`src/shared/rtct_map.svh`:
```
`ifndef RTCT_MAP_SVH
`define RTCT_MAP_SVH
`define RTCT_ADDR_W 12
`define RTCT_OFS_PIN_CTRL 12'h411
`define RTCT_OFS_CNT_LO 12'h412
`define RTCT_OFS_CNT_HI 12'h413
`define RTCT_OFS_RLD_LO 12'h414
`define RTCT_OFS_RLD_HI 12'h415
`define RTCT_OFS_MAIN_CTRL 12'h418
`define RTCT_OFS_MODE_CTRL 12'h419
`define RTCT_MAIN_OVF 7
`define RTCT_MAIN_EXTF 6
`define RTCT_MAIN_UA_RX 5
`define RTCT_MAIN_UA_TX 4
`define RTCT_MAIN_EXEN 3
`define RTCT_MAIN_RUN 2
`define RTCT_MAIN_CT 1
`define RTCT_MAIN_CAP 0
`define RTCT_MODE_UB_RX 5
`define RTCT_MODE_UB_TX 4
`define RTCT_MODE_PIN_OE 1
`define RTCT_MODE_DIR_EN 0
`define RTCT_PIN_T1_OE 2
`define RTCT_PIN_T0_OE 0
`define RTCT_RST_BYTE 8'h00
`define RTCT_PIN_CTRL_MASK 8'h05
`define RTCT_MODE_CTRL_MASK 8'h33
`define RTCT_ALL_ONES 16'hFFFF
`define RTCT_TIMER_CLOCK_DIV 4
`define RTCT_BAUD_DIV 16
`endif

```
`src/shared/rtct_pkg.sv`:
```
package rtct_pkg;
   typedef enum logic [2:0] {
      RTCT_STOP,
      RTCT_BAUD,
      RTCT_CAPTURE,
      RTCT_RELOAD_UP,
      RTCT_RELOAD_UPDN
   } rtct_mode_t;
   typedef logic [15:0] rtct_count_t;
endpackage : rtct_pkg

```
`src/shared/rtct_chan_if.sv`:
```
`timescale 1ns/1ps
`default_nettype none
interface rtct_chan_if;
   logic overflow;
   logic out_enable;
   logic count_fall;
   logic pin_i;
   logic pin_o;
   logic pin_oe_n;
   logic port_o;
   logic port_oe_n;
   modport chan (input overflow, out_enable, pin_i, port_o, port_oe_n,
                 output count_fall, pin_o, pin_oe_n);
   modport core (output overflow, out_enable, pin_i, port_o, port_oe_n,
                 input count_fall, pin_o, pin_oe_n);
endinterface : rtct_chan_if
`default_nettype wire

```
`src/rtl/rtct_timer.sv`:
```
`timescale 1ns/1ps
`default_nettype none
`include "rtct_map.svh"
module rtct_timer #(
   parameter int TIMER_CLOCK_DIV = `RTCT_TIMER_CLOCK_DIV,
   parameter int BAUD_DIV = `RTCT_BAUD_DIV
) (
   input wire logic sys_clk,
   input wire logic rst,
   input wire logic [`RTCT_ADDR_W-1:0] reg_addr,
   input wire logic [7:0] reg_wdata,
   input wire logic reg_wr,
   input wire logic reg_rd,
   output logic [7:0] reg_rdata,
   input wire logic [2:0] timer_pin_i,
   output logic [2:0] timer_pin_o,
   output logic [2:0] timer_pin_oe_n,
   input wire logic [2:0] port_pin_o,
   input wire logic [2:0] port_pin_oe_n,
   input wire logic [1:0] other_timer_overflow,
   output logic [1:0] other_timer_count,
   input wire logic direction_trigger_pin,
   input wire logic uart_default_tick,
   output logic [3:0] uart_baud_tick,
   output logic event_request,
   output rtct_pkg::rtct_count_t count_value
);
   import rtct_pkg::*;

   localparam int TW = (TIMER_CLOCK_DIV > 1) ? $clog2(TIMER_CLOCK_DIV) : 1;

   logic [7:0] pin_ctrl_reg;
   logic [7:0] mode_ctrl_reg;
   logic [7:0] main_ctrl_reg;
   logic [7:0] main_ctrl_next;
   rtct_count_t cnt_reg;
   rtct_count_t cnt_next;
   rtct_count_t reload_reg;
   rtct_count_t reload_next;
   logic [TW-1:0] tdiv_reg;
   logic trig_d_reg;
   logic [7:0] rdata_next;
   rtct_mode_t mode;
   logic t2_baud_tick;

   rtct_chan_if ch[3] ();

   // Register decode
   wire wr_pin = reg_wr && (reg_addr == `RTCT_OFS_PIN_CTRL);
   wire wr_mode = reg_wr && (reg_addr == `RTCT_OFS_MODE_CTRL);
   wire wr_main = reg_wr && (reg_addr == `RTCT_OFS_MAIN_CTRL);
   wire wr_cnt_lo = reg_wr && (reg_addr == `RTCT_OFS_CNT_LO);
   wire wr_cnt_hi = reg_wr && (reg_addr == `RTCT_OFS_CNT_HI);
   wire wr_rld_lo = reg_wr && (reg_addr == `RTCT_OFS_RLD_LO);
   wire wr_rld_hi = reg_wr && (reg_addr == `RTCT_OFS_RLD_HI);
   wire sw_touch = wr_main || wr_mode || wr_cnt_lo || wr_cnt_hi || wr_rld_lo || wr_rld_hi;

   // Control fields
   wire run = main_ctrl_reg[`RTCT_MAIN_RUN];
   wire ct_sel = main_ctrl_reg[`RTCT_MAIN_CT];
   wire cap_sel = main_ctrl_reg[`RTCT_MAIN_CAP];
   wire ext_en = main_ctrl_reg[`RTCT_MAIN_EXEN];
   wire ovf_flag = main_ctrl_reg[`RTCT_MAIN_OVF];
   wire ext_flag = main_ctrl_reg[`RTCT_MAIN_EXTF];
   wire dir_en = mode_ctrl_reg[`RTCT_MODE_DIR_EN];
   wire pin_oe = mode_ctrl_reg[`RTCT_MODE_PIN_OE];
   wire [3:0] baud_sel = {mode_ctrl_reg[`RTCT_MODE_UB_TX],
                          mode_ctrl_reg[`RTCT_MODE_UB_RX],
                          main_ctrl_reg[`RTCT_MAIN_UA_TX],
                          main_ctrl_reg[`RTCT_MAIN_UA_RX]};
   wire any_baud = |baud_sel;

   // Mode priority: stop, then baud, then capture, then reload flavour
   assign mode = !run ? RTCT_STOP :
                 any_baud ? RTCT_BAUD :
                 cap_sel ? RTCT_CAPTURE :
                 dir_en ? RTCT_RELOAD_UPDN : RTCT_RELOAD_UP;

   // Timer clock as an enable pulse
   wire timer_clock_en = (tdiv_reg == '0);
   wire last_tdiv = (tdiv_reg == TW'(TIMER_CLOCK_DIV - 1));

   // Baud mode always uses the timer clock, never the pin
   wire use_timer_clock = (mode == RTCT_BAUD) || !ct_sel;
   wire step = (mode != RTCT_STOP) &&
               (use_timer_clock ? timer_clock_en : ch[2].count_fall);
   wire count_down = (mode == RTCT_RELOAD_UPDN) && !direction_trigger_pin;
   wire at_top = (cnt_reg == `RTCT_ALL_ONES);
   wire at_reload = (cnt_reg == reload_reg);
   wire ovf = step && !count_down && at_top;
   wire udf = step && count_down && at_reload;
   wire roll = ovf || udf;

   // Trigger pin falls; the pin is the direction in up/down mode
   wire trig_fall = trig_d_reg && !direction_trigger_pin;
   wire ext_event = ext_en && trig_fall &&
                    ((mode == RTCT_CAPTURE) || (mode == RTCT_RELOAD_UP));
   wire ext_reload = ext_event && (mode == RTCT_RELOAD_UP);
   wire do_capture = ext_event && (mode == RTCT_CAPTURE);
   wire updn_toggle = (mode == RTCT_RELOAD_UPDN) && roll;
   // Rollovers feeding a baud clock or the clock pin stay quiet
   wire ovf_set = roll && (mode != RTCT_BAUD) && !pin_oe;
   wire [15:0] step_val = count_down ? (cnt_reg - 16'h0001) : (cnt_reg + 16'h0001);

   always_comb begin
      cnt_next = cnt_reg;
      if (udf) begin
         cnt_next = `RTCT_ALL_ONES;
      end else if ((ovf && (mode != RTCT_CAPTURE)) || ext_reload) begin
         cnt_next = reload_reg;
      end else if (step) begin
         cnt_next = step_val;
      end
      // Software writes to the count take the last word
      if (wr_cnt_lo) begin
         cnt_next[7:0] = reg_wdata;
      end
      if (wr_cnt_hi) begin
         cnt_next[15:8] = reg_wdata;
      end
   end

   always_comb begin
      reload_next = reload_reg;
      if (wr_rld_lo) begin
         reload_next[7:0] = reg_wdata;
      end
      if (wr_rld_hi) begin
         reload_next[15:8] = reg_wdata;
      end
      // A capture must not be lost to a racing write
      if (do_capture) begin
         reload_next = cnt_reg;
      end
   end

   always_comb begin
      main_ctrl_next = main_ctrl_reg;
      if (wr_main) begin
         main_ctrl_next = reg_wdata;
      end
      // Hardware set beats a software clear in the same cycle
      if (ovf_set) begin
         main_ctrl_next[`RTCT_MAIN_OVF] = 1'b1;
      end
      if (updn_toggle) begin
         main_ctrl_next[`RTCT_MAIN_EXTF] = ~ext_flag;
      end else if (ext_event) begin
         main_ctrl_next[`RTCT_MAIN_EXTF] = 1'b1;
      end
   end

   always_comb begin
      unique case (reg_addr)
         `RTCT_OFS_PIN_CTRL: rdata_next = pin_ctrl_reg;
         `RTCT_OFS_MODE_CTRL: rdata_next = mode_ctrl_reg;
         `RTCT_OFS_MAIN_CTRL: rdata_next = main_ctrl_reg;
         `RTCT_OFS_CNT_LO: rdata_next = cnt_reg[7:0];
         `RTCT_OFS_CNT_HI: rdata_next = cnt_reg[15:8];
         `RTCT_OFS_RLD_LO: rdata_next = reload_reg[7:0];
         `RTCT_OFS_RLD_HI: rdata_next = reload_reg[15:8];
         default: rdata_next = 8'h00;
      endcase
   end

   always_ff @(posedge sys_clk) begin
      if (rst) begin
         pin_ctrl_reg <= `RTCT_RST_BYTE;
         mode_ctrl_reg <= `RTCT_RST_BYTE;
         main_ctrl_reg <= `RTCT_RST_BYTE;
         cnt_reg <= 16'h0000;
         reload_reg <= 16'h0000;
         tdiv_reg <= '0;
         trig_d_reg <= 1'b1;
         reg_rdata <= 8'h00;
      end else begin
         if (wr_pin) begin
            pin_ctrl_reg <= reg_wdata & `RTCT_PIN_CTRL_MASK;
         end
         if (wr_mode) begin
            mode_ctrl_reg <= reg_wdata & `RTCT_MODE_CTRL_MASK;
         end
         main_ctrl_reg <= main_ctrl_next;
         cnt_reg <= cnt_next;
         reload_reg <= reload_next;
         tdiv_reg <= last_tdiv ? '0 : tdiv_reg + 1'b1;
         trig_d_reg <= direction_trigger_pin;
         reg_rdata <= reg_rd ? rdata_next : 8'h00;
      end
   end

   // Pin channels: first timer, second timer, this timer's shared pin
   assign ch[0].overflow = other_timer_overflow[0];
   assign ch[0].out_enable = pin_ctrl_reg[`RTCT_PIN_T0_OE];
   assign ch[1].overflow = other_timer_overflow[1];
   assign ch[1].out_enable = pin_ctrl_reg[`RTCT_PIN_T1_OE];
   assign ch[2].overflow = roll;
   assign ch[2].out_enable = pin_oe;

   genvar gi;
   generate
      for (gi = 0; gi < 3; gi++) begin : g_chan
         assign ch[gi].pin_i = timer_pin_i[gi];
         assign ch[gi].port_o = port_pin_o[gi];
         assign ch[gi].port_oe_n = port_pin_oe_n[gi];
         assign timer_pin_o[gi] = ch[gi].pin_o;
         assign timer_pin_oe_n[gi] = ch[gi].pin_oe_n;
         rtct_pin_chan u_chan (
            .sys_clk(sys_clk),
            .rst(rst),
            .bus(ch[gi])
         );
      end
   endgenerate

   assign other_timer_count = {ch[1].count_fall, ch[0].count_fall};

   rtct_baud_div #(
      .DIV(BAUD_DIV)
   ) u_baud (
      .sys_clk(sys_clk),
      .rst(rst),
      .overflow(roll && (mode == RTCT_BAUD)),
      .baud_tick(t2_baud_tick)
   );

   // Each direction of each UART picks its own source
   assign uart_baud_tick = (baud_sel & {4{t2_baud_tick}}) |
                           (~baud_sel & {4{uart_default_tick}});
   assign event_request = ovf_flag ||
                          (ext_flag && (mode != RTCT_RELOAD_UPDN));
   assign count_value = cnt_reg;
endmodule : rtct_timer
`default_nettype wire

```
`src/rtl/rtct_pin_chan.sv`:
```
`timescale 1ns/1ps
`default_nettype none
module rtct_pin_chan (
   input wire logic sys_clk,
   input wire logic rst,
   rtct_chan_if.chan bus
);
   import rtct_pkg::*;
   logic pin_d_reg;
   logic toggle_reg;

   always_ff @(posedge sys_clk) begin
      if (rst) begin
         pin_d_reg <= 1'b1;
         toggle_reg <= 1'b0;
      end else begin
         pin_d_reg <= bus.pin_i;
         if (bus.overflow && bus.out_enable) begin
            toggle_reg <= ~toggle_reg;
         end
      end
   end

   // Input mode: falling edge counts; output mode: toggle per overflow
   assign bus.count_fall = !bus.out_enable && pin_d_reg && !bus.pin_i;
   assign bus.pin_o = bus.out_enable ? toggle_reg : bus.port_o;
   assign bus.pin_oe_n = bus.out_enable ? 1'b0 : bus.port_oe_n;
endmodule : rtct_pin_chan
`default_nettype wire

```
`src/rtl/rtct_baud_div.sv`:
```
`timescale 1ns/1ps
`default_nettype none
`include "rtct_map.svh"
module rtct_baud_div #(
   parameter int DIV = `RTCT_BAUD_DIV
) (
   input wire logic sys_clk,
   input wire logic rst,
   input wire logic overflow,
   output logic baud_tick
);
   import rtct_pkg::*;
   localparam int W = (DIV > 1) ? $clog2(DIV) : 1;
   logic [W-1:0] div_reg;
   wire div_last = (div_reg == W'(DIV - 1));

   // Sixteen overflows per bit time: twice the clock-out half periods times eight
   always_ff @(posedge sys_clk) begin
      if (rst) begin
         div_reg <= '0;
         baud_tick <= 1'b0;
      end else begin
         baud_tick <= overflow && div_last;
         if (overflow) begin
            div_reg <= div_last ? '0 : div_reg + 1'b1;
         end
      end
   end
endmodule : rtct_baud_div
`default_nettype wire

```
`config.mk`:
```
export PLATFORM = sky130hd
export DESIGN_NAME = rtct_timer
export DESIGN_NICKNAME = d
export VERILOG_FILES = /design/src/shared/rtct_pkg.sv /design/src/shared/rtct_chan_if.sv /design/src/rtl/rtct_timer.sv /design/src/rtl/rtct_pin_chan.sv /design/src/rtl/rtct_baud_div.sv
export VERILOG_INCLUDE_DIRS = /design/src /design/src/shared
export SDC_FILE = /design/constraint.sdc
export NUM_CORES = 1
export LEC_CHECK = 0
export BUFFER_PORTS_ARGS = -buffer_cell sky130_fd_sc_hd__buf_4
export CAP_MARGIN = 0
export CORE_AREA = 3 3 91 93
export DETAILED_ROUTE_END_ITERATION = 8
export DIE_AREA = 0 0 94 96
export PLACE_DENSITY = 0.82
export SYNTH_ARGS = -nofsm -noshare
export SYNTH_HDL_FRONTEND = slang
export SYNTH_HIERARCHICAL = 1
export SYNTH_SLANG_ARGS = --single-unit
```
`constraint.sdc`:
```
create_clock -name sys_clk -period 7.6 [get_ports sys_clk]
set_input_delay 0.38 -clock sys_clk [delete_from_list [all_inputs] [get_ports sys_clk]]
set_output_delay 0.38 -clock sys_clk [all_outputs]
set_load 0.01 [all_outputs]
```
== Yosys cells after proc, flatten, opt, wreduce, memory -nomap -nowiden ==
Cells that the tools add are included.
Storage, ports and cells
  logic and storage cells: 136
  output and inout bits: 37
  register bits: 68
  input port bits: 37
Cells by class
  $add $sub $neg: 4
  bitwise gates (word level): 9
  muxes and demuxes: 26
  eq/ne operators: 18
  reductions and logical operators: 59
Operator list (number)
  equality test 12 x 11 -> 1 bit, second input constant: 7
  2-to-1 mux 16 bit: 5
  one-hot mux 8 bit (7 select lines): 1
  2-to-1 mux 8 bit: 5
  logical AND 1 bit: 34
  adder 16 x 1 -> 16 bit, second input constant: 1
  equality test 16 bit: 1
  equality test 16 bit, second input constant: 1
  subtractor 16 x 1 -> 16 bit, second input constant: 1
  2-to-1 mux 3 bit: 4
  2-to-1 mux 1 bit: 10
  zero test 1 bit: 9
  bitwise AND 4 bit: 2
  nonzero test 4 bit: 2
  equality test 3 x 2 -> 1 bit, second input constant: 2
  nonzero test 2 bit: 3
  nonzero test 3 bit: 2
  logical OR 1 bit: 5
  inverter 1 bit: 5
  adder 4 x 1 -> 4 bit, second input constant: 1
  equality test 4 bit, second input constant: 1
  2-to-1 mux 4 bit: 1
  inverter 4 bit: 1
  bitwise OR 4 bit: 1
  10 further kinds: 11

== Depth between registers and ports, before layout ==
Gate-level depths: netlist (run 1).
  depth in word-level cells: 15
  mapped depth: 13
  mapped depth without buffers: 11

== Hierarchy ==
Netlist (run 1), hierarchy kept.
By module, submodules not included
  rtct_timer: area each 3937.5 sq um, cells an instance 486, instances 1, sequential area each 1141.1 sq um
  rtct_pin_chan: area each 103.8 sq um, cells an instance 9, instances 3, sequential area each 40.0 sq um
  rtct_baud_div: area each 209.0 sq um, cells an instance 23, instances 1, sequential area each 100.1 sq um

== Least setup slack after synthesis (run 1) ==
No wires, ideal clock.
  kind: flip-flop to flip-flop
  from: register main_ctrl_reg[4]
  to: register cnt_reg[6] (netlist: count_value[6])
  library setup time: 0.133 ns
  data required time: 7.467 ns
  clock period less this slack: 3.035 ns
  arrival time: 2.901 ns
  stages on the path, launching flop included: 14
  setup slack: 4.565 ns
  path buffers: 2
  cell sequence: dfxtp_1 or4_4 buf_6 or4_4 buf_6 xnor2_1 ha_1 nor3_1 nand2_1 mux2i_1 xnor2_1 nor3_1 a211oi_1 o32ai_1
On the way
  longest elaborated chain between the ends: 14
  elaborated cells on any way between the ends: 29
  those cells by class: eq/ne: 5; mux: 8; reduce/logical: 16
Ends and longest elaborated chain
  start: declaration: RTL line rtct_timer.sv:34  | logic [7:0] main_ctrl_reg;
  start signal: assignment: RTL line rtct_timer.sv:170  | main_ctrl_reg <= `RTCT_RST_BYTE;
  start signal: assignment: RTL line rtct_timer.sv:183  | main_ctrl_reg <= main_ctrl_next;
  OR reduction 4 bit *: RTL line rtct_timer.sv:71  | wire any_baud = |baud_sel;
  2-to-1 mux 3 bit *: RTL line rtct_timer.sv:75  | any_baud ? RTCT_BAUD :
  2-to-1 mux 3 bit *: RTL line rtct_timer.sv:74  | assign mode = !run ? RTCT_STOP :
  equality test 3 x 1 -> 1 bit: RTL line rtct_timer.sv:84  | wire use_timer_clock = (mode == RTCT_BAUD) || !ct_sel;
  logical OR 1 bit: RTL line rtct_timer.sv:84
  2-to-1 mux 1 bit: RTL line rtct_timer.sv:86  | (use_timer_clock ? timer_clock_en : ch[2].count_fall);
  logical AND 1 bit: RTL line rtct_timer.sv:85  | wire step = (mode != RTCT_STOP) &&
  logical AND 1 bit (2 in a row): RTL line rtct_timer.sv:90  | wire ovf = step && !count_down && at_top;
  logical AND 1 bit: RTL line rtct_timer.sv:109  | end else if ((ovf && (mode != RTCT_CAPTURE)) || ext_reload) begin
  logical OR 1 bit: RTL line rtct_timer.sv:109
  2-to-1 mux 16 bit: RTL line rtct_timer.sv:109
  2-to-1 mux 16 bit: RTL line rtct_timer.sv:107  | if (udf) begin
  2-to-1 mux 8 bit: RTL line rtct_timer.sv:115  | if (wr_cnt_lo) begin
  end signal: assignment: RTL line rtct_timer.sv:184  | cnt_reg <= cnt_next;
  end: declaration: RTL line rtct_timer.sv:36  | rtct_count_t cnt_reg;
Mark *: on every way between the ends. The rest lies on a longest branch, timed or not. The select of a mux whose other input is x is not followed.
A chain may end at the register's enable or synchronous reset.

== Final worst setup path (run 1) ==
  from: register main_ctrl_reg[4]
  to: register cnt_reg[12] (netlist: count_value[12])
On the way
  longest elaborated chain between the ends: 14
  elaborated cells on any way between the ends: 29
  those cells by class: eq/ne: 5; mux: 8; reduce/logical: 16
Ends and longest elaborated chain
  OR reduction 4 bit *: RTL line rtct_timer.sv:71
  2-to-1 mux 3 bit *: RTL line rtct_timer.sv:75
  2-to-1 mux 3 bit *: RTL line rtct_timer.sv:74
  equality test 3 x 1 -> 1 bit: RTL line rtct_timer.sv:84
  logical OR 1 bit: RTL line rtct_timer.sv:84
  2-to-1 mux 1 bit: RTL line rtct_timer.sv:86
  logical AND 1 bit: RTL line rtct_timer.sv:85
  logical AND 1 bit (2 in a row): RTL line rtct_timer.sv:90
  logical AND 1 bit: RTL line rtct_timer.sv:109
  logical OR 1 bit: RTL line rtct_timer.sv:109
  2-to-1 mux 16 bit: RTL line rtct_timer.sv:109
  2-to-1 mux 16 bit: RTL line rtct_timer.sv:107
  2-to-1 mux 8 bit: RTL line rtct_timer.sv:118  | if (wr_cnt_hi) begin
Marks and branches as above.

==> out/metrics.yaml, run 1 <==
timing:
  rsz0062_at_grt: "no"
  worstMarginPinSlew_ns: 1.026
  setup_violations: 0
  fmax_mhz: 309.7
  relSlewSlack_pct: 31.44
  fin_skew_ns: 0.008371
  min_period_ns: 3.229
  period_share_pct: 42.49
  drv_slew: 0
  hold_viol_final: 0
  tns_ns: 0
worst_setup_path:
  start_kind: "register"
  endpoint: "count_value[12]$_SDFFE_PP0P_"
  crit_path_end_kind: "register"
  r2r_slack_ns: 4.37
  critical_path.max_stage_delay_ns: 0.63
  cp_top_family: "simple AND/OR/NAND/NOR gates"
  arrival_ns: 3.51
  ff2ff_path_depth: 11
  crit_cells: 11
  cp.required_ns: 7.88
  critPathKind: "reg -> reg"
  regToRegEndpoint: "count_value[12]$_SDFFE_PP0P_"
  reg2reg_from: "main_ctrl_reg[4]$_SDFFE_PP0P_"
  timing.critical_path.buf_inv: 0
  cp-startpoint: "main_ctrl_reg[4]$_SDFFE_PP0P_"
  crit_chain: "or4_4 -> or4_4 -> xnor2_1 -> ha_1 -> nor3_1 -> nand2_1 -> nor4b_1 -> a21oi_1 -> xnor2_1 -> nand2_1 -> a31oi_1"
  crit_fanout: 11
  crit_path_top_delay_cell: "or4_4"
drt:
  vias_per_cell: 6.581
  dr.first_iter.drc_count: 515
  drc: 0
  wl_per_cell_microns: 20.63
  wirelength_microns: 13970
  postRouteAntennaNets: 0
  via_count: 4455
  drtPass1Iterations: 5
synth:
  synthFlopType: "dfxtp_1"
  synth_top_area_share_pct: 30.54
  ys_warn_count: 6
  synth_most_common_cell: "dfxtp_1"
  synth_enable_flop_cells: 0
  synth_top_area_cell: "dfxtp_1"
  postSynthAreaPerCell_sq_um: 8.317
  syn-cell-area_sq_mm: 0.004458
  syn_inst: 536
  yosys_register_bits: 68
  synth_nets: 577
  ys_types: 67
  ys_top_cells_by_count: "dfxtp_1, nand2_1, nor2_1, clkbuf_1, a21oi_1"
  yosysSeqAreaShare_pct: 30.54
  yosys-top-cells-area: "dfxtp_1, mux2i_1, xnor2_1"
  async_flop_share_pct: 0
min_path:
  min_path_type: "in -> reg"
  hp-start: "timer_pin_i[0]"
clock_network:
  cts.clk_slew.worst_paths_ns: 0.08
  cts_resized: 0
  cts_tree: "done"
  post-cts-setup-buffers: 0
  cts.sink_count: 68
  htree_levels: 3
  cts-buffers-inserted: 9
  clk_path_buf_depth: 2
  cts-hold-fix-buffers: 0
  insertion_delay_ns: 0.35
  cts_root_buffer: "clkbuf_8"
layout:
  n_fill_cell: 637
  drive_gt1_share_pct: 22.78
  n_antenna_cell: 0
  final_util_pct: 67.70
  fin_nets: 612
  area_growth_pct: 15.52
global_route:
  grt_max_degree: 55
  grtUsageMet2_pct: 48.67
  grt_busiest_layer: "met2"
  grt_use_total_pct: 31.66
  met3_usage_pct: 6.568
  antenna_found_initial: 0
  grt_overflow_total: 0
  grt_pass1_vias: 4086
  met1_usage_pct: 44.08
  grt_pass1_wl_microns: 22070
run_status:
  status: "complete, no violations"
pwr:
  leakagePower_nw: 1.946
  ir_drop_mv: 0.1129
  power.density_mw_per_mm2: 152.9
  power_mw: 0.7877
placed_design:
  gp_congestion: 1.001
  port_buffers: 73
  post-dp-hpwl_microns: 9819
floorplan:
  rows: 32
  fp.dieW_microns: 94
  die_area_sq_mm: 0.009024
  die_h_microns: 96
  core_area_sq_mm: 0.007607
  start_util_pct: 58.60
  io_pins: 74
job:
  cap_violations: 0
-- per-layer routing --
metal	up-vias	routed length, microns
met2	281	6290
met4	0	459
met3	45	1387
met1	2071	5831
li1	2058	-
met5	-	0
-- logic make-up (layout without fill, tap and decap cells) --
kind of cell	Yosys count	in the layout	share of synthesized area (%)
compound gates	132	132	20.99
mux	40	40	9.655
buf+inv	62	101	6.483
flops	68	68	30.54
simple gates	200	200	25.32
xor+xnor	30	30	5.894
fa+ha+maj	4	4	1.123
-- layout make-up --
class,instances,area [sq um],area share [%]
sequential,68,1361,26.43
multi-input combinational,406,2808,54.52
clock buffer,10,137.6,2.672
clock inverter,5,107.6,2.089
inverter,10,37.54,0.7289
tap,102,127.6,2.478
timing repair buffer,76,570.5,11.08
-- power by group --
group	switching, mW	total [mW]	internal [mW]
registers	0.00112	0.360	0.358
logic	0.0277	0.0525	0.0249
clock network	0.148	0.376	0.228
total	0.177	0.788	0.611
-- per-stage QoR --
stage / area (sq um) / cells / setup slack [ns] / hold slack [ns]
floorplan: 4458 / 536 / 4.565 / 0.4282
global placement: 4905 / 662 / 4.542 / 0.4383
detailed placement: 4905 / 662 / 4.417 / 0.4582
CTS: 5150 / 677 / 4.389 / 0.2219
global route: 5150 / 677 / 4.091 / 0.2127
finish: 5150 / 677 / 4.371 / 0.2257
-- layout by cell type, fill, tap and decap left out, types with 4 or more instances in the layout --
cell type,n
dfxtp_1,68
or2_2,7
nand2_1,49
o31ai_1,4
nor4_1,6
inv_1,9
nand3b_1,5
xnor2_1,24
and4_1,4
nor3b_1,10
a21oi_1,28
ha_1,4
nand4_1,15
and2_1,5
clkbuf_8,10
nor2_1,34
o21ai_0,13
o221ai_1,7
o32ai_1,7
a211oi_1,24
xor2_1,6
mux2_2,12
nand2b_1,7
mux2i_1,25
nand3_1,15
a31oi_1,6
a22oi_1,11
buf_4,76
o2111ai_1,4
nor3_1,14
and3_1,5
-- worst reg2reg max path, stage by stage, from the launching register on --
cell and delay [ns]:
dfxtp_1 0.35, or4_4 0.64, or4_4 0.51, xnor2_1 0.16, ha_1 0.26, nor3_1 0.22
nand2_1 0.18, nor4b_1 0.34, a21oi_1 0.09, xnor2_1 0.15, nand2_1 0.07, a31oi_1 0.18
-- worst min-delay path by stage --
stage | depth (start not counted) | slack, ns | endpoint
2_1_floorplan | 1 | 0.43 | tdiv_reg[0]$_SDFF_PP0_
3_3_place_gp | 1 | 0.44 | tdiv_reg[0]$_SDFF_PP0_
3_5_place_dp | 1 | 0.46 | tdiv_reg[0]$_SDFF_PP0_
4_1_cts | 2 | 0.22 | g_chan[0].u_chan/pin_d_reg$_SDFF_PP1_
5_1_grt | 2 | 0.21 | g_chan[0].u_chan/pin_d_reg$_SDFF_PP1_
6_report | 2 | 0.23 | g_chan[0].u_chan/pin_d_reg$_SDFF_PP1_
(Power assumes the default switching activity.)
==> run 2, diff against run 1 <==
--- a/config.mk
+++ b/config.mk
@@ -6,12 +6,13 @@
 export SDC_FILE = /design/constraint.sdc
 export NUM_CORES = 1
 export LEC_CHECK = 0
+export ABC_AREA = 1
 export BUFFER_PORTS_ARGS = -buffer_cell sky130_fd_sc_hd__buf_4
 export CAP_MARGIN = 0
-export CORE_AREA = 3 3 91 93
+export CORE_AREA = 3 3 100 102
 export DETAILED_ROUTE_END_ITERATION = 8
-export DIE_AREA = 0 0 94 96
-export PLACE_DENSITY = 0.82
+export DIE_AREA = 0 0 103 105
+export PLACE_DENSITY = 0.75
 export SYNTH_ARGS = -nofsm -noshare
 export SYNTH_HDL_FRONTEND = slang
 export SYNTH_HIERARCHICAL = 1
==> constraint.sdc (replaced) <==
create_clock -name sys_clk -period 2.59 [get_ports sys_clk]
set_input_delay 0.1295 -clock sys_clk [delete_from_list [all_inputs] [get_ports sys_clk]]
set_output_delay 0.1295 -clock sys_clk [all_outputs]
set_load 0.01 [all_outputs]
==> out/metrics.yaml, run 2 <==
worst_setup_path:
  regToRegEndpoint: "count_value[14]$_SDFFE_PP0P_"  # was count_value[12]$_SDFFE_PP0P_
  cp.required_ns: 2.88  # was 7.88 ns
  reg2reg_from: "main_ctrl_reg[4]$_SDFFE_PP0P_"  # unchanged
  crit_path_top_delay_cell: "dfxtp_1"  # was or4_4
  critical_path.max_stage_delay_ns: 0.36  # was 0.63 ns
  cp_top_family: "simple AND/OR/NAND/NOR gates"  # unchanged
  arrival_ns: 2.71  # was 3.51 ns
  crit_top_cell: "nand2_1"
  start_kind: "register"  # unchanged
  ff2ff_path_depth: 20  # was 11
  timing.critical_path.buf_inv: 3  # was 0
  crit_fanout: 16  # was 11
  crit_path_end_kind: "register"  # unchanged
  critPathKind: "reg -> reg"  # unchanged
  crit_chain: "nor2_2 -> nand2_2 -> nor2_4 -> nand2_4 -> nand2_1 -> nand2_1 -> inv_1 -> ha_1 -> inv_1 -> nand2_1 -> inv_1 -> o21ai_4 -> nand2_1 -> nand2_1 -> nand2_1 -> nand2_1 -> nand2_1 -> nand2_1 -> nand2_1 -> a21oi_1"  # was or4_4 -> or4_4 -> xnor2_1 -> ha_1 -> nor3_1 -> nand2_1 -> nor4b_1 -> a21oi_1 -> xnor2_1 -> nand2_1 -> a31oi_1
  r2r_slack_ns: 0.17  # was 4.37 ns
synth:
  ys_types: 48  # was 67
  synthFlopType: "dfxtp_1"  # unchanged
  yosys-top-cells-area: "dfxtp_1, nand2_1, inv_1"  # was dfxtp_1, mux2i_1, xnor2_1
  ys_warn_count: 6  # unchanged
  yosysSeqAreaShare_pct: 28.84  # was 30.54%
  syn_inst: 765  # was 536
  async_flop_share_pct: 0  # unchanged
  synth_top_area_cell: "dfxtp_1"  # unchanged
  postSynthAreaPerCell_sq_um: 6.169  # was 8.317 sq um
  synth_top_area_share_pct: 28.84  # was 30.54%
  ys_top_cells_by_count: "nand2_1, inv_1, dfxtp_1, nor2_1, a21oi_1"  # was dfxtp_1, nand2_1, nor2_1, clkbuf_1, a21oi_1
  yosys_register_bits: 68  # unchanged
  synth_most_common_cell: "nand2_1"  # was dfxtp_1
  synth_nets: 806  # was 577
  syn-cell-area_sq_mm: 0.004720  # was 0.004458 sq mm
  synth_enable_flop_cells: 0  # unchanged
layout:
  seq_area_sq_mm: 0.001365  # was 0.001361 sq mm
  fin_nets: 887  # was 612
  n_fill_cell: 886  # was 637
  multi_input_area_sq_mm: 0.002736  # was 0.002808 sq mm
  n_antenna_cell: 0  # unchanged
  area_growth_pct: 20.49  # was 15.52%
  drive_gt1_share_pct: 18.45  # was 22.78%
  final_util_pct: 61.84  # was 67.70%
  fin_area_sq_mm: 0.005687  # was 0.005150 sq mm
  layout_common_cells: "nand2_1, inv_1, buf_4"  # was buf_4, dfxtp_1, nand2_1
  layout_commonest_cell: "nand2_1"  # was buf_4
timing:
  drv_slew: 0  # unchanged
  min_period_ns: 2.423  # was 3.229 ns
  worstMarginPinSlew_ns: 0.6252  # was 1.026 ns
  setup_violations: 0  # unchanged
  fmax_mhz: 412.7  # was 309.7 MHz
  period_share_pct: 93.56  # was 42.49%
  relSlewSlack_pct: 57.77  # was 31.44%
  hold_ws_ns: 0.02707  # was 0.2257 ns
  hold_viol_final: 0  # unchanged
  finalWorstSetupSlack_ns: 0.1667  # was 4.371 ns
  fin_skew_ns: 0.01362  # was 0.008371 ns
global_route:
  grt_use_total_pct: 32.04  # was 31.66%
  grt_max_degree: 31  # was 55
  grt_pass1_wl_microns: 26700  # was 22,070 microns
  grt_pass1_vias: 5122  # was 4,086
  antenna_found_initial: 0  # unchanged
  grt_overflow_total: 0  # unchanged
drt:
  drtPass1Iterations: 5  # unchanged
  via_count: 5593  # was 4,455
  wirelength_microns: 17330  # was 13,970 microns
  wl_per_cell_microns: 18.01  # was 20.63 microns
  postRouteAntennaNets: 0  # unchanged
  drc: 0  # unchanged
  dr.first_iter.drc_count: 413  # was 515
  vias_per_cell: 5.814  # was 6.581
clock_network:
  cts.clk_slew.worst_paths_ns: 0.09  # was 0.08 ns
  cts_tree: "done"  # unchanged
  cts_root_buffer: "clkbuf_8"  # unchanged
  cts-buffers-inserted: 9  # unchanged
  cts.sink_count: 68  # unchanged
  htree_levels: 3  # unchanged
  insertion_delay_ns: 0.36  # was 0.35 ns
  clk_path_buf_depth: 2  # unchanged
placed_design:
  port_buffers: 73  # unchanged
  gp_congestion: 1.018  # was 1.001
  post-dp-hpwl_microns: 13060  # was 9819 microns
  pre_cts_ws_ns: 0.01861  # was 4.417 ns
  post_dp_cell_area_sq_mm: 0.005421  # was 0.004905 sq mm
floorplan:
  die_area_sq_mm: 0.01082  # was 0.009024 sq mm
  fp.dieW_microns: 103  # was 94 microns
  start_util_pct: 51.32  # was 58.60%
  core_area_sq_mm: 0.009196  # was 0.007607 sq mm
  io_pins: 74  # unchanged
  rows: 35  # was 32
  die_h_microns: 105  # was 96 microns
pwr:
  leakagePower_nw: 2.544  # was 1.946 nW
  ir_drop_mv: 0.3106  # was 0.1129 mV
  power.density_mw_per_mm2: 375.7  # was 152.9 mW/mm^2
job:
  cap_violations: 0  # unchanged
min_path:
  whs_endpoint: "g_chan[0].u_chan/toggle_reg$_SDFFE_PP0P_"  # was g_chan[0].u_chan/pin_d_reg$_SDFF_PP1_
  worstHoldPathCells: 3  # was 2
  min_path_type: "in -> reg"  # unchanged
  hp-start: "other_timer_overflow[0]"  # was timer_pin_i[0]
run_status:
  status: "complete, no violations"  # unchanged
## run 2: cell count changes after synthesis, moves of 20 or more
| cell | change |
|---|---|
| nand2_1 | +146 |
| inv_1 | +97 |
| o21ai_0 | +42 |
| a21oi_1 | +37 |
| nor2_1 | +33 |
| nand3_1 | +31 |
| clkbuf_1 | -25 |
| mux2i_1 | -25 |
| a211oi_1 | -21 |
| xnor2_1 | -20 |
## run 2: timing repair
| item | CTS | global route |
|---|---|---|
| endpoints found under the setup margin | 1 | 8 |
| setup buffers | 0 | 3 |
| hold endpoints to repair | 3 | 0 |
| gates resized for setup | 1 | 4 |
| pin swaps | 0 | 1 |
| hold buffers | 3 | 0 |
## run 2: logic make-up after synthesis
logic type | count (synthesis) | share of synthesized area, %
simple gates | 357 | 33.17
compound gates | 181 | 22.43
buf+inv | 149 | 13.39
flops | 68 | 28.84
xor+xnor | 6 | 1.113
fa+ha+maj | 4 | 1.060
## run 2: worst reg2reg max path, cell delays in order (launching register included)
cell and delay, ns:
dfxtp_1 0.36, nor2_2 0.15, nand2_2 0.09, nor2_4 0.22, nand2_4 0.17, nand2_1 0.12, nand2_1 0.07, inv_1 0.06
ha_1 0.12, inv_1 0.03, nand2_1 0.10, inv_1 0.08, o21ai_4 0.21, nand2_1 0.12, nand2_1 0.07, nand2_1 0.05
nand2_1 0.05, nand2_1 0.04, nand2_1 0.06, nand2_1 0.06, a21oi_1 0.12
## run 2: final cells by class
type | count | area share [%]
sequential | 68 | 24.00
inverter | 111 | 7.327
clock inverter | 7 | 1.320
clock buffer | 9 | 2.178
timing repair buffer | 108 | 14.61
multi-input combinational | 548 | 48.12
tap | 111 | 2.442
## run 2: metrics by stage
stage	power, mW	cells	setup TNS (ns)
after global routing	2.203	962	-0.004680
after CTS	2.136	959	0
final	2.136	962	0
after global placement	1.232	940	0
after floorplan	1.152	765	0
after detailed placement	1.236	940	0
## run 2: worst max-delay path by stage
stage / cells after the start / slack, ns / end / start
2_1_floorplan: 17 / 0.48 / count_value[6]$_SDFFE_PP0P_ / main_ctrl_reg[0]$_SDFFE_PP0P_
3_3_place_gp: 11 / 0.01 / count_value[12]$_SDFFE_PP0P_ / count_value[7]$_SDFFE_PP0P_
3_5_place_dp: 11 / 0.02 / count_value[12]$_SDFFE_PP0P_ / count_value[7]$_SDFFE_PP0P_
4_1_cts: 11 / 0.03 / count_value[12]$_SDFFE_PP0P_ / count_value[3]$_SDFFE_PP0P_
5_1_grt: 18 / -0.005 / count_value[12]$_SDFFE_PP0P_ / mode_ctrl_reg[5]$_SDFFE_PP0P_
6_report: 20 / 0.17 / count_value[14]$_SDFFE_PP0P_ / main_ctrl_reg[4]$_SDFFE_PP0P_
## run 2: per-layer routing
metal  share of wire, %  up-vias  GRT usage, %
met4                2.6        0         11.19
met1                 41     2505         45.15
li1                   -     2689             -
met2                 45      358         47.98
met5                  0        -             0
met3                 11       41         6.609
## run 2: report_power, final
part	total [mW]	switching (mW)	internal (mW)	leakage [nW]
Combinational	0.161	0.0900	0.0706	1.89
Sequential	1.06	0.00390	1.05	0.551
Clock	0.920	0.468	0.452	0.104
